File: src/design/ext_int_regs.svh
// Purpose: Constants of the external interrupt input detect block.
// Assumes: Included by its bare name from the package and the module.
// Notes: Widths, field positions, reset values and timing counts.
// Behaviour
// - Six request pins, level or edge sensed, priority 0 to 15 each.
// - Edge flag clears after it was read as 1, then written 0, or when its pin leaves edge mode.
// - Servicing these sources never changes the processor mask level.
// - Request pins 0 to 4 wake standby above mask, with 32-kHz clock.
// - Edges before standby indication or during frequency change may drop.
// - Encoded buses level sensed; bus b needs level mode and enable set.
// - With both buses active the higher level is taken.
// - Encoded level is 15 minus bus value; 1111 means no request.
// - Encoded level accepted after two identical consecutive samples.
// - In standby the encoded filter runs on the 32-kHz clock.
// - Encoded request above mask wakes standby with 32-kHz clock.
// - Sixteen level port pins, one priority per group of eight.
// - Port pins 0 and 1 wake standby above mask, with 32-kHz clock.
// - A source with priority 0 is masked and never forwarded.
// - Priorities, control and edge flags reset to zero; level-sensed request bits read the live pins.
`ifndef EXT_INT_REGS_SVH
`define EXT_INT_REGS_SVH
`define REQ_PINS 6
`define WAKE_REQ_PINS 5
`define PORT_PINS 16
`define BUS_W 4
`define SYNC_W 31
`define PRIO_W 16
`define SENSE_W 12
`define SENSE_EDGE_LSB 0
`define SENSE_POL_LSB 6
`define FLAG_W 8
`define CTRL_W 2
`define CTRL_LEVEL_MODE 0
`define CTRL_SECOND_BUS 1
`define PRIO_RESET 16'h0000
`define SENSE_RESET 12'h000
`define FLAG_RESET 8'h00
`define CTRL_RESET 2'h0
`define BUS_IDLE 4'hf
`define LEVEL_MAX 4'hf
`define PORT_LO_PRIO_LSB 12
`define PORT_HI_PRIO_LSB 8
`define FILTER_SAMPLES 2
// Encoded bus stages reset to the idle pattern so no request follows reset.
`define SYNC_RESET 31'h00003fc0
`endif

File: src/design/ext_int_pkg.sv
// Purpose: Types shared by the external interrupt input detect block.
// Assumes: Nothing beyond the constants header.
// Notes: Source codes are what the block reports with each request.
`default_nettype none
`include "ext_int_regs.svh"
package ext_int_pkg;
	typedef logic [3:0] level_t;
	typedef enum logic [3:0] {
		SRC_REQ0 = 4'h0,
		SRC_REQ1 = 4'h1,
		SRC_REQ2 = 4'h2,
		SRC_REQ3 = 4'h3,
		SRC_REQ4 = 4'h4,
		SRC_REQ5 = 4'h5,
		SRC_PORT_LO = 4'h6,
		SRC_PORT_HI = 4'h7,
		SRC_ENCODED = 4'h8,
		SRC_NONE = 4'hf
	} source_t;
endpackage
`default_nettype wire

File: src/design/external_interrupt_input_detect.sv
// Purpose: Detects and prioritises external interrupt requests from pins.
// Assumes: mclk is the peripheral clock; pins are asynchronous to it.
// Notes: The mask level is only read here; nothing in this block drives it.
`timescale 1ns/100ps
`default_nettype none
`include "ext_int_regs.svh"
module external_interrupt_input_detect (
	// Clock and reset
	input wire logic mclk,
	input wire logic reset,
	// External pins
	input wire logic [`REQ_PINS-1:0] reqPins,
	input wire logic [`BUS_W-1:0] encodedLevelBusA,
	input wire logic [`BUS_W-1:0] encodedLevelBusB,
	input wire logic [`PORT_PINS-1:0] portIntPins,
	input wire logic rtcClk,
	// Priority register writes
	input wire logic prioCWe,
	input wire logic [`PRIO_W-1:0] prioCWdata,
	input wire logic prioDWe,
	input wire logic [`PRIO_W-1:0] prioDWdata,
	// Sense control and level mode control writes
	input wire logic senseWe,
	input wire logic [`SENSE_W-1:0] senseWdata,
	input wire logic ctrlWe,
	input wire logic [`CTRL_W-1:0] ctrlWdata,
	// Request flag register access
	input wire logic flagRd,
	input wire logic flagWe,
	input wire logic [`FLAG_W-1:0] flagWdata,
	// Processor state
	input wire logic [3:0] cpuMaskLevel,
	input wire logic standbyIndicator,
	input wire logic sleepPending,
	input wire logic freqChangeCount,
	input wire logic rtcRunning,
	// Register readback
	output logic [`PRIO_W-1:0] priorityRegC,
	output logic [`PRIO_W-1:0] priorityRegD,
	output logic [`SENSE_W-1:0] senseControlReg,
	output logic [`CTRL_W-1:0] ctrlReg,
	output logic [`FLAG_W-1:0] reqFlagReg,
	// Request toward the processor
	output logic irqValid,
	output logic [3:0] irqLevel,
	output logic [3:0] irqSource,
	output logic wakeup
);
	logic [`SYNC_W-1:0] syncA_q;
	logic [`SYNC_W-1:0] syncB_q;
	logic [`SYNC_W-1:0] syncA_d;
	logic [`SYNC_W-1:0] syncB_d;
	logic [`REQ_PINS-1:0] reqPrev_q;
	logic [`REQ_PINS-1:0] reqPrev_d;
	logic rtcPrev_q;
	logic rtcPrev_d;
	logic [`REQ_PINS-1:0] reqS;
	logic [`BUS_W-1:0] busAS;
	logic [`BUS_W-1:0] busBS;
	logic [`PORT_PINS-1:0] portS;
	logic rtcS;

	// Only the second stage is read by logic.
	always_comb begin
		syncA_d = {rtcClk, portIntPins, encodedLevelBusB,
			encodedLevelBusA, reqPins};
		syncB_d = syncA_q;
	end
	assign reqS = syncB_q[5:0];
	assign busAS = syncB_q[9:6];
	assign busBS = syncB_q[13:10];
	assign portS = syncB_q[29:14];
	assign rtcS = syncB_q[30];

	always_ff @(posedge mclk) begin
		if (reset) begin
			syncA_q <= `SYNC_RESET;
			syncB_q <= `SYNC_RESET;
		end else begin
			syncA_q <= syncA_d;
			syncB_q <= syncB_d;
		end
	end

	// Software visible registers.
	logic [`PRIO_W-1:0] prioC_q, prioC_d;
	logic [`PRIO_W-1:0] prioD_q, prioD_d;
	logic [`SENSE_W-1:0] sense_q, sense_d;
	logic [`CTRL_W-1:0] ctrl_q, ctrl_d;
	logic [`REQ_PINS-1:0] edgeFlag_q, edgeFlag_d;
	logic [`REQ_PINS-1:0] armed_q, armed_d;
	logic [`REQ_PINS-1:0] edgeMode;
	logic [`REQ_PINS-1:0] polarity;
	logic [`REQ_PINS-1:0] levelActive;
	logic [`REQ_PINS-1:0] edgeSeen;
	logic [`REQ_PINS-1:0] reqActive;
	logic edgeBlind;

	assign edgeMode = sense_q[`SENSE_EDGE_LSB +: `REQ_PINS];
	assign polarity = sense_q[`SENSE_POL_LSB +: `REQ_PINS];
	// While the sleep entry or a clock change is under way the edge
	// detector is blind; an edge re-applied once standby shows is taken.
	assign edgeBlind = (sleepPending & ~standbyIndicator) |
		freqChangeCount;

	genvar i;
	generate
		for (i = 0; i < `REQ_PINS; i++) begin : g_req
			// A pulse seen at one sampling edge passes both synchroniser
			// stages and the compare stage, so one cycle is the minimum width.
			assign edgeSeen[i] = ~edgeBlind & (polarity[i] ?
				(reqS[i] & ~reqPrev_q[i]) :
				(~reqS[i] & reqPrev_q[i]));
			assign levelActive[i] = polarity[i] ? reqS[i] : ~reqS[i];
			assign reqActive[i] = edgeMode[i] ? edgeFlag_q[i] :
				levelActive[i];
		end
	endgenerate

	always_comb begin
		prioC_d = prioC_q;
		prioD_d = prioD_q;
		sense_d = sense_q;
		ctrl_d = ctrl_q;
		armed_d = armed_q;
		edgeFlag_d = edgeFlag_q;
		reqPrev_d = reqS;
		if (prioCWe) begin
			prioC_d = prioCWdata;
		end
		if (prioDWe) begin
			prioD_d = prioDWdata;
		end
		// Rewriting sense control flushes only the flags of pins put in level mode;
		// software must clear the false ones itself before unmasking.
		if (senseWe) begin
			sense_d = senseWdata;
		end
		if (ctrlWe) begin
			ctrl_d = ctrlWdata;
		end
		// A read arms each flag seen as 1; a later write of 0 clears it.
		if (flagRd) begin
			armed_d = armed_q | edgeFlag_q;
		end
		if (flagWe) begin
			edgeFlag_d = edgeFlag_q &
				(flagWdata[`REQ_PINS-1:0] | ~armed_q);
			armed_d = {`REQ_PINS{1'b0}};
		end
		// A new edge in the clearing cycle wins over the clear.
		edgeFlag_d = (edgeFlag_d | (edgeSeen & edgeMode)) &
			edgeMode;
	end

	always_ff @(posedge mclk) begin
		if (reset) begin
			prioC_q <= `PRIO_RESET;
			prioD_q <= `PRIO_RESET;
			sense_q <= `SENSE_RESET;
			ctrl_q <= `CTRL_RESET;
			edgeFlag_q <= {`REQ_PINS{1'b0}};
			armed_q <= {`REQ_PINS{1'b0}};
			reqPrev_q <= {`REQ_PINS{1'b0}};
		end else begin
			prioC_q <= prioC_d;
			prioD_q <= prioD_d;
			sense_q <= sense_d;
			ctrl_q <= ctrl_d;
			edgeFlag_q <= edgeFlag_d;
			armed_q <= armed_d;
			reqPrev_q <= reqPrev_d;
		end
	end

	// Encoded level filter. In standby the peripheral clock is gone, so
	// sampling then advances only on the real-time clock edge.
	logic [`BUS_W-1:0] sampA_q, sampA_d;
	logic [`BUS_W-1:0] sampB_q, sampB_d;
	logic [`BUS_W-1:0] stableA_q, stableA_d;
	logic [`BUS_W-1:0] stableB_q, stableB_d;
	logic sampleTick;
	logic busBOn;
	ext_int_pkg::level_t levelA;
	ext_int_pkg::level_t levelB;
	ext_int_pkg::level_t encLevel;

	assign sampleTick = standbyIndicator ? (rtcRunning & rtcS &
		~rtcPrev_q) : 1'b1;
	assign busBOn = ctrl_q[`CTRL_LEVEL_MODE] &
		ctrl_q[`CTRL_SECOND_BUS];

	always_comb begin
		sampA_d = sampA_q;
		sampB_d = sampB_q;
		stableA_d = stableA_q;
		stableB_d = stableB_q;
		rtcPrev_d = rtcS;
		if (sampleTick) begin
			sampA_d = busAS;
			sampB_d = busBS;
			// Accept only a value seen on two samples in a row.
			if (busAS == sampA_q) begin
				stableA_d = busAS;
			end
			if (busBS == sampB_q) begin
				stableB_d = busBS;
			end
		end
	end

	always_ff @(posedge mclk) begin
		if (reset) begin
			sampA_q <= `BUS_IDLE;
			sampB_q <= `BUS_IDLE;
			stableA_q <= `BUS_IDLE;
			stableB_q <= `BUS_IDLE;
			rtcPrev_q <= 1'b0;
		end else begin
			sampA_q <= sampA_d;
			sampB_q <= sampB_d;
			stableA_q <= stableA_d;
			stableB_q <= stableB_d;
			rtcPrev_q <= rtcPrev_d;
		end
	end

	// The source is trusted to hold or raise the level; a lowered one
	// simply shows the new lower level, nothing more.
	assign levelA = `LEVEL_MAX - stableA_q;
	assign levelB = busBOn ? (`LEVEL_MAX - stableB_q) :
		4'h0;
	assign encLevel = (levelB > levelA) ? levelB : levelA;

	// Priority selection over all sources.
	ext_int_pkg::level_t srcLevel [0:8];
	logic [8:0] srcOn;
	logic [8:0] srcWake;
	logic [`PRIO_W*2-1:0] reqPrio;
	logic portLoOn;
	logic portHiOn;
	logic [3:0] portLoPrio;
	logic [3:0] portHiPrio;

	assign reqPrio = {prioD_q, prioC_q};
	assign portLoPrio = prioD_q[`PORT_LO_PRIO_LSB +: 4];
	assign portHiPrio = prioD_q[`PORT_HI_PRIO_LSB +: 4];
	assign portLoOn = |portS[7:0];
	assign portHiOn = |portS[15:8];

	generate
		for (i = 0; i < `REQ_PINS; i++) begin : g_src
			assign srcLevel[i] = reqPrio[i*4 +: 4];
			assign srcOn[i] = reqActive[i];
			assign srcWake[i] = (i < `WAKE_REQ_PINS);
		end
	endgenerate
	assign srcLevel[6] = portLoPrio;
	assign srcOn[6] = portLoOn;
	// Only port pins 0 and 1 of the low group may wake the chip.
	assign srcWake[6] = 1'b0;
	assign srcLevel[7] = portHiPrio;
	assign srcOn[7] = portHiOn;
	assign srcWake[7] = 1'b0;
	assign srcLevel[8] = encLevel;
	assign srcOn[8] = 1'b1;
	assign srcWake[8] = 1'b1;

	logic bestOn;
	ext_int_pkg::level_t bestLevel;
	ext_int_pkg::source_t bestSrc;
	logic wakeHit;
	logic valid_q, valid_d;
	ext_int_pkg::level_t level_q, level_d;
	ext_int_pkg::source_t src_q, src_d;
	logic wake_q, wake_d;

	// Lower index wins a tie, giving a fixed default order.
	always_comb begin
		bestOn = 1'b0;
		bestLevel = 4'h0;
		bestSrc = ext_int_pkg::SRC_NONE;
		wakeHit = 1'b0;
		for (int k = 0; k < 9; k++) begin
			// Priority 0 never takes part.
			if (srcOn[k] && (srcLevel[k] != 4'h0) &&
				(srcLevel[k] > bestLevel)) begin
				bestOn = 1'b1;
				bestLevel = srcLevel[k];
				bestSrc = ext_int_pkg::source_t'(4'(k));
			end
			if (srcOn[k] && srcWake[k] &&
				(srcLevel[k] > cpuMaskLevel)) begin
				wakeHit = 1'b1;
			end
		end
		if (portS[1:0] != 2'h0 && portLoPrio > cpuMaskLevel) begin
			wakeHit = 1'b1;
		end
	end

	// The block only reports a level; the mask bits are the processor's
	// and stay untouched when it takes the request.
	always_comb begin
		valid_d = bestOn && (bestLevel > cpuMaskLevel);
		level_d = bestOn ? bestLevel : 4'h0;
		src_d = bestSrc;
		wake_d = standbyIndicator & rtcRunning &
			wakeHit;
	end

	always_ff @(posedge mclk) begin
		if (reset) begin
			valid_q <= 1'b0;
			level_q <= 4'h0;
			src_q <= ext_int_pkg::SRC_NONE;
			wake_q <= 1'b0;
		end else begin
			valid_q <= valid_d;
			level_q <= level_d;
			src_q <= src_d;
			wake_q <= wake_d;
		end
	end

	assign irqValid = valid_q;
	assign irqLevel = level_q;
	assign irqSource = src_q;
	assign wakeup = wake_q;
	assign priorityRegC = prioC_q;
	assign priorityRegD = prioD_q;
	assign senseControlReg = sense_q;
	assign ctrlReg = ctrl_q;
	// Level-sensed pins show their live state; bits 7:6 read as zero.
	assign reqFlagReg = {2'h0, (edgeMode & edgeFlag_q) |
		(~edgeMode & levelActive)};
endmodule
`default_nettype wire

File: config.mk
export PLATFORM = sky130hd
export DESIGN_NAME = external_interrupt_input_detect
export DESIGN_NICKNAME = d
export VERILOG_FILES = /design/src/design/ext_int_pkg.sv /design/src/design/external_interrupt_input_detect.sv
export VERILOG_INCLUDE_DIRS = /design/src /design/src/design
export SDC_FILE = /design/constraint.sdc
export NUM_CORES = 1
export LEC_CHECK = 0
export CAP_MARGIN = 20
export CORE_MARGIN = 2
export CORE_UTILIZATION = 45
export CTS_BUF_LIST = sky130_fd_sc_hd__clkbuf_16
export DETAILED_ROUTE_END_ITERATION = 16
export DONT_BUFFER_PORTS = 1
export HOLD_SLACK_MARGIN = 0.02
export SLEW_MARGIN = 10
export SYNTH_ARGS = -nofsm -noshare
export SYNTH_HDL_FRONTEND = slang
export SYNTH_SLANG_ARGS = --single-unit
File: constraint.sdc
create_clock -name mclk -period 36.1 [get_ports mclk]
set_clock_uncertainty 0.05 [all_clocks]
set_input_delay 1.805 -clock mclk [delete_from_list [all_inputs] [get_ports mclk]]
set_output_delay 1.805 -clock mclk [all_outputs]
set_load 0.05 [all_outputs]
# Yosys cells after proc, flatten, opt, wreduce, memory -nomap -nowiden
# Cells that the tools add are included.
[classes]
add_sub_neg = 2
magnitude_cmp = 18
n_eq_ne = 2
n_mux = 56
bitwise = 52
reduce_logical = 41
[ops]
columns = ["cell", "n"]
rows = [
  ["4-bit two-way mux", 19],
  ["4-bit > comparator", 17],
  ["4-bit nonzero test", 9],
  ["1-bit two-way mux", 35],
  ["6-bit bitwise AND", 5],
  ["1-bit bitwise AND", 24],
  ["1-bit logical AND", 24],
  ["6-bit bitwise OR", 4],
  ["1-bit inverter", 16],
  ["8-bit OR reduction", 2],
  ["6-bit inverter", 2],
  ["4-bit equality test", 2],
  ["4-bit subtractor (first input constant)", 2],
  ["6-bit two-way mux", 1],
  ["2-bit OR reduction", 3],
  ["4-bit by 1-bit > comparator with 1-bit output (second input constant)", 1],
  ["2-bit AND reduction", 2],
  ["3-bit two-way mux", 1],
  ["2-bit nonzero test", 1],
  ["1-bit bitwise OR", 1],
]
[word_totals]
ff_bits = 153
output_inout_bits = 64

# Logic depth before layout (Yosys ltp)
[logic_depth]
depth_word = 32
mapped_depth = 85

# Worst setup path before layout
# Ideal clock, no wire load.
[synth_path]
kind = "register to register"
start = "reg sense_q[6] (netlist: senseControlReg[6])"
end = "reg valid_q (netlist: irqValid)"
setup_time_ns = 0.132
arrival_ns = 15.063
t_required_ns = 35.918
setup_slack_ns = 20.856
stages_incl_launch_ff = 78
path_buffers = 3
path_cell_list = "dfxtp_1 -> xor2_1 -> o21ai_4 -> nand2_1 -> ha_1 -> nand4_1 -> o41ai_1 -> a211oi_2 -> clkbuf_1 -> nand2_1 -> o21ai_0 -> inv_1 -> ha_1 -> a21oi_1 -> nor4b_1 -> o21ai_0 -> o211ai_2 -> o221ai_4 -> [42 not listed] -> a211oi_4 -> mux2_2 -> ha_1 -> nor2b_1 -> o21ai_0 -> nand2b_1 -> a21oi_1 -> a41oi_1 -> o41ai_1 -> clkbuf_1 -> a21oi_1 -> ha_1 -> nor2b_1 -> o21ai_0 -> nand2b_1 -> a21oi_1 -> a41o_1 -> nor2_1"
[synth_between]
elab_chain_len = 31
word_cells_on_any_way = 40
classes_between = "order compare: 9; mux: 20; reduce/logical: 11"
[synth_rtl]
columns = ["item", "line_no", "text"]
rows = [
  ["start, declared", "external_interrupt_input_detect.sv:88", "logic [`SENSE_W-1:0] sense_q, sense_d;"],
  ["start signal, assigned", "external_interrupt_input_detect.sv:160", "sense_q <= `SENSE_RESET;"],
  ["start signal, assigned", "external_interrupt_input_detect.sv:168", "sense_q <= sense_d;"],
  ["1-bit two-way mux *", "external_interrupt_input_detect.sv:114", "assign levelActive[i] = polarity[i] ? reqS[i] : ~reqS[i];"],
  ["1-bit two-way mux *", "external_interrupt_input_detect.sv:115", "assign reqActive[i] = edgeMode[i] ? edgeFlag_q[i] :"],
  ["1-bit logical AND * (2 in series)", "external_interrupt_input_detect.sv:286", "if (srcOn[k] && (srcLevel[k] != 4'h0) &&"],
  ["4-bit two-way mux *", "external_interrupt_input_detect.sv:286", ""],
  ["4-bit > comparator", "external_interrupt_input_detect.sv:287", "(srcLevel[k] > bestLevel)) begin"],
  ["1-bit logical AND", "external_interrupt_input_detect.sv:286", ""],
  ["4-bit two-way mux *", "external_interrupt_input_detect.sv:286", ""],
  ["4-bit > comparator", "external_interrupt_input_detect.sv:287", ""],
  ["[15 not listed]", "-", ""],
  ["1-bit logical AND", "external_interrupt_input_detect.sv:286", ""],
  ["4-bit two-way mux *", "external_interrupt_input_detect.sv:286", ""],
  ["4-bit > comparator", "external_interrupt_input_detect.sv:287", ""],
  ["1-bit logical AND", "external_interrupt_input_detect.sv:286", ""],
  ["4-bit two-way mux *", "external_interrupt_input_detect.sv:286", ""],
  ["net bestLevel[1]", "external_interrupt_input_detect.sv:270", "ext_int_pkg::level_t bestLevel;"],
  ["4-bit > comparator *", "external_interrupt_input_detect.sv:305", "valid_d = bestOn && (bestLevel > cpuMaskLevel);"],
  ["1-bit logical AND *", "external_interrupt_input_detect.sv:305", ""],
  ["end signal, assigned", "external_interrupt_input_detect.sv:319", "valid_q <= valid_d;"],
  ["end, declared", "external_interrupt_input_detect.sv:273", "logic valid_q, valid_d;"],
]
# The timed path passes the listed nets; every way through them passes the cells marked *.
# A chain may end at the register's enable or synchronous reset.

# Worst setup path in the final report
# Ends and elaborated chain as after synthesis.

==> results_dict.tcl <==
set metrics [dict create \
    ys_top_cells_by_count "dfxtp_1, nand2_1, nor2_1" \
    rsz0062_at_grt "false" \
    antenna_found_initial 6 \
    initial_core_util 0.4561 \
    stdcell_area_um2 8607 \
    clock_latency_ps 420 \
    finalCritPeriodShare 0.4790 \
    setup_viol 0 \
    seq_area_frac_synth 0.3909 \
    area_growth_pct 9.853 \
    slowest_stage "dfxtp_1" \
    ant_nets 0 \
    worstSetupStartpointType "flop" \
    post_cts_buffers 0 \
    numPortBuffers 0 \
    power.total_mw 0.5151 \
    die_w_um 136.0 \
    synth_area_leaders "dfxtp_1, ha_1, mux2i_1, nor2b_1, nand2_1" \
    setup_tns_ps 0 \
    hp-class "reg2reg" \
    grt_pass1_vias 5405 \
    vias_per_cell 5.208 \
    row_count 48 \
    die_h_um 136.0 \
    leakage_nw 3.715 \
    post_cts_resized 0 \
    die_area_um2 18480 \
    wl_per_cell_um 15.61 \
    synth_edf_count 0 \
    synth_area_leader_cell "dfxtp_1" \
    drt_iter0_markers 225 \
    dp.final_hpwl_um 12770 \
    drive_gt1_frac 0.1048 \
    grt_pass1_wl_um 27320 \
    hold_viol 0 \
    yosysMostFrequentCell "dfxtp_1" \
    dp.cells 1062 \
    core_um2 17180 \
    power_density_nw_per_um2 59.85 \
    synth_top_cell_area_share 0.3909 \
    h-tree-depth 4 \
    synth.avg_cell_area_um2 9.089 \
    ys_async_sr_fraction 0 \
    grt_overflow 0 \
    cts_tree "yes" \
    critPathMaxFanout 14 \
    layout.cells.non_filler 1099 \
    cts_root_buffer "clkbuf_16" \
    cp-end-kind "flop" \
    holdBufCountCts 0 \
    status "finished, final reports clean" \
    clock.fmax_ghz 0.05783 \
    netlist_area_um2 7835 \
    track_usage 0.1892 \
    synthCells 862 \
    ir_drop_mv 0.03349 \
    max_slew_margin 0.3316 \
    max_stage_delay_ps 700 \
    min_period_ps 17290 \
    synth-seq-cells 153 \
    wl_um 17160 \
    route.vias.total 5724 \
    drc 0 \
    cp.required_ps 36330 \
    hold-worst-slack_ps 351.1 \
    grt_max_degree 120 \
    cts_sinks 153 \
    slew_viol_final 0 \
    synth.distinct_cells 73 \
    cts_buffers 17 \
    pin_count 165 \
    ys.warnings.count 0 \
    place_congestion 0.8320 \
    layout.nets 1019 \
    final.fill_count 1704 \
    clockBufferDepth 2 \
    tightest_slew_ps 989.6 \
    synthFlopType "dfxtp_1" \
    place_area_um2 8030 \
    cap_violations 0 \
    critPathArrivalTime_ps 17520 \
    crit_type "reg2reg" \
    clk_pin_slew_ps 70 \
    first_pass_iters 5 \
]
## final cells by class
| class | instances | area (um^2) | share of cell area |
|---|---|---|---|
| Clock inverter | 14 | 136.4 | 0.01585 |
| Antenna cell | 6 | 15.01 | 0.001744 |
| Timing Repair Buffer | 4 | 30.03 | 0.003489 |
| Tap cell | 225 | 281.5 | 0.03271 |
| Clock buffer | 17 | 425.4 | 0.04943 |
| Inverter | 42 | 157.7 | 0.01832 |
| Multi-Input combinational cell | 638 | 4498 | 0.5226 |
| Sequential cell | 153 | 3063 | 0.3559 |
## worst max-delay path: cells and delay by family, from the launching register on
| family | cells | cell delay [ps] |
|---|---|---|
| AND/OR/NAND/NOR | 17 | 2780 |
| multiplexers | 5 | 2030 |
| buffers and inverters | 6 | 520 |
| flip-flops | 1 | 700 |
| XOR/XNOR | 1 | 200 |
| AO/OA/AOI/OAI | 40 | 8460 |
| adder cells (fa/ha/maj) | 9 | 2380 |
## logic make-up (layout without fill, tap and decap cells)
family                     Yosys count  after routing  synth area share
muxes                               81             81            0.1072
buffers and inverters               72             77           0.03641
DFF                                153            153            0.3909
xor gates and xnor gates            16             16           0.01789
other                                1              8         0.0004786
AOI/OAI and AO/OA                  148            148            0.1407
and+or+nand+nor                    329            329            0.2074
adders and majority gates           62             62           0.09901
## path summary, 6_finish.rpt
check	from	endpoint	slack [ps]	cells past startpoint
hold reg to reg	syncA_q[11]	syncB_q[11]	350	1
hold / removal	syncA_q[11]	syncB_q[11]	350	1
setup / recovery	senseControlReg[6]	irqValid	18810	78
setup reg to reg	senseControlReg[6]	irqValid	18810	78
## per-layer routing
metal	routed length, um	global-route usage	part of all wire
met1	8098	0.2428	0.47
met3	1265	0.05891	0.074
met4	170	0.06134	0.0099
met5	7	0	0.00041
met2	7617	0.3033	0.44
## registers in the layout, summed over array words and instances (netlist names), 4 cells and up
name             cells
syncA_q             31
syncB_q             31
priorityRegC        16
priorityRegD        16
senseControlReg     12
armed_q              6
edgeFlag_q           6
reqPrev_q            6
irqLevel             4
irqSource            4
sampA_q              4
sampB_q              4
stableA_q            4
stableB_q            4
## metrics by stage
step / utilization / worst slack [ps]
finish: 0.5011 / 18810
global route: 0.5007 / 17320
CTS: 0.5002 / 18780
detailed placement: 0.4675 / 18900
global placement: 0.4675 / 18990
floorplan: - / 20860
## layout by cell type, fill, tap and decap left out, types with 17 or more instances in the layout
cell,instances
nand2_1,86
dfxtp_1,153
mux2i_1,65
nor2_1,83
a21oi_1,36
clkbuf_16,17
o21ai_0,41
or2_2,21
nor2b_1,66
inv_1,43
ha_1,62
## power by group
group | internal, mW | leakage (nW) | switching, mW
sequential | 0.180 | 1.26 | 0.0347
clock | 0.0964 | 0.278 | 0.0750
combinational | 0.0551 | 2.18 | 0.0735
No activity file was read; power rests on OpenSTA's default activity.
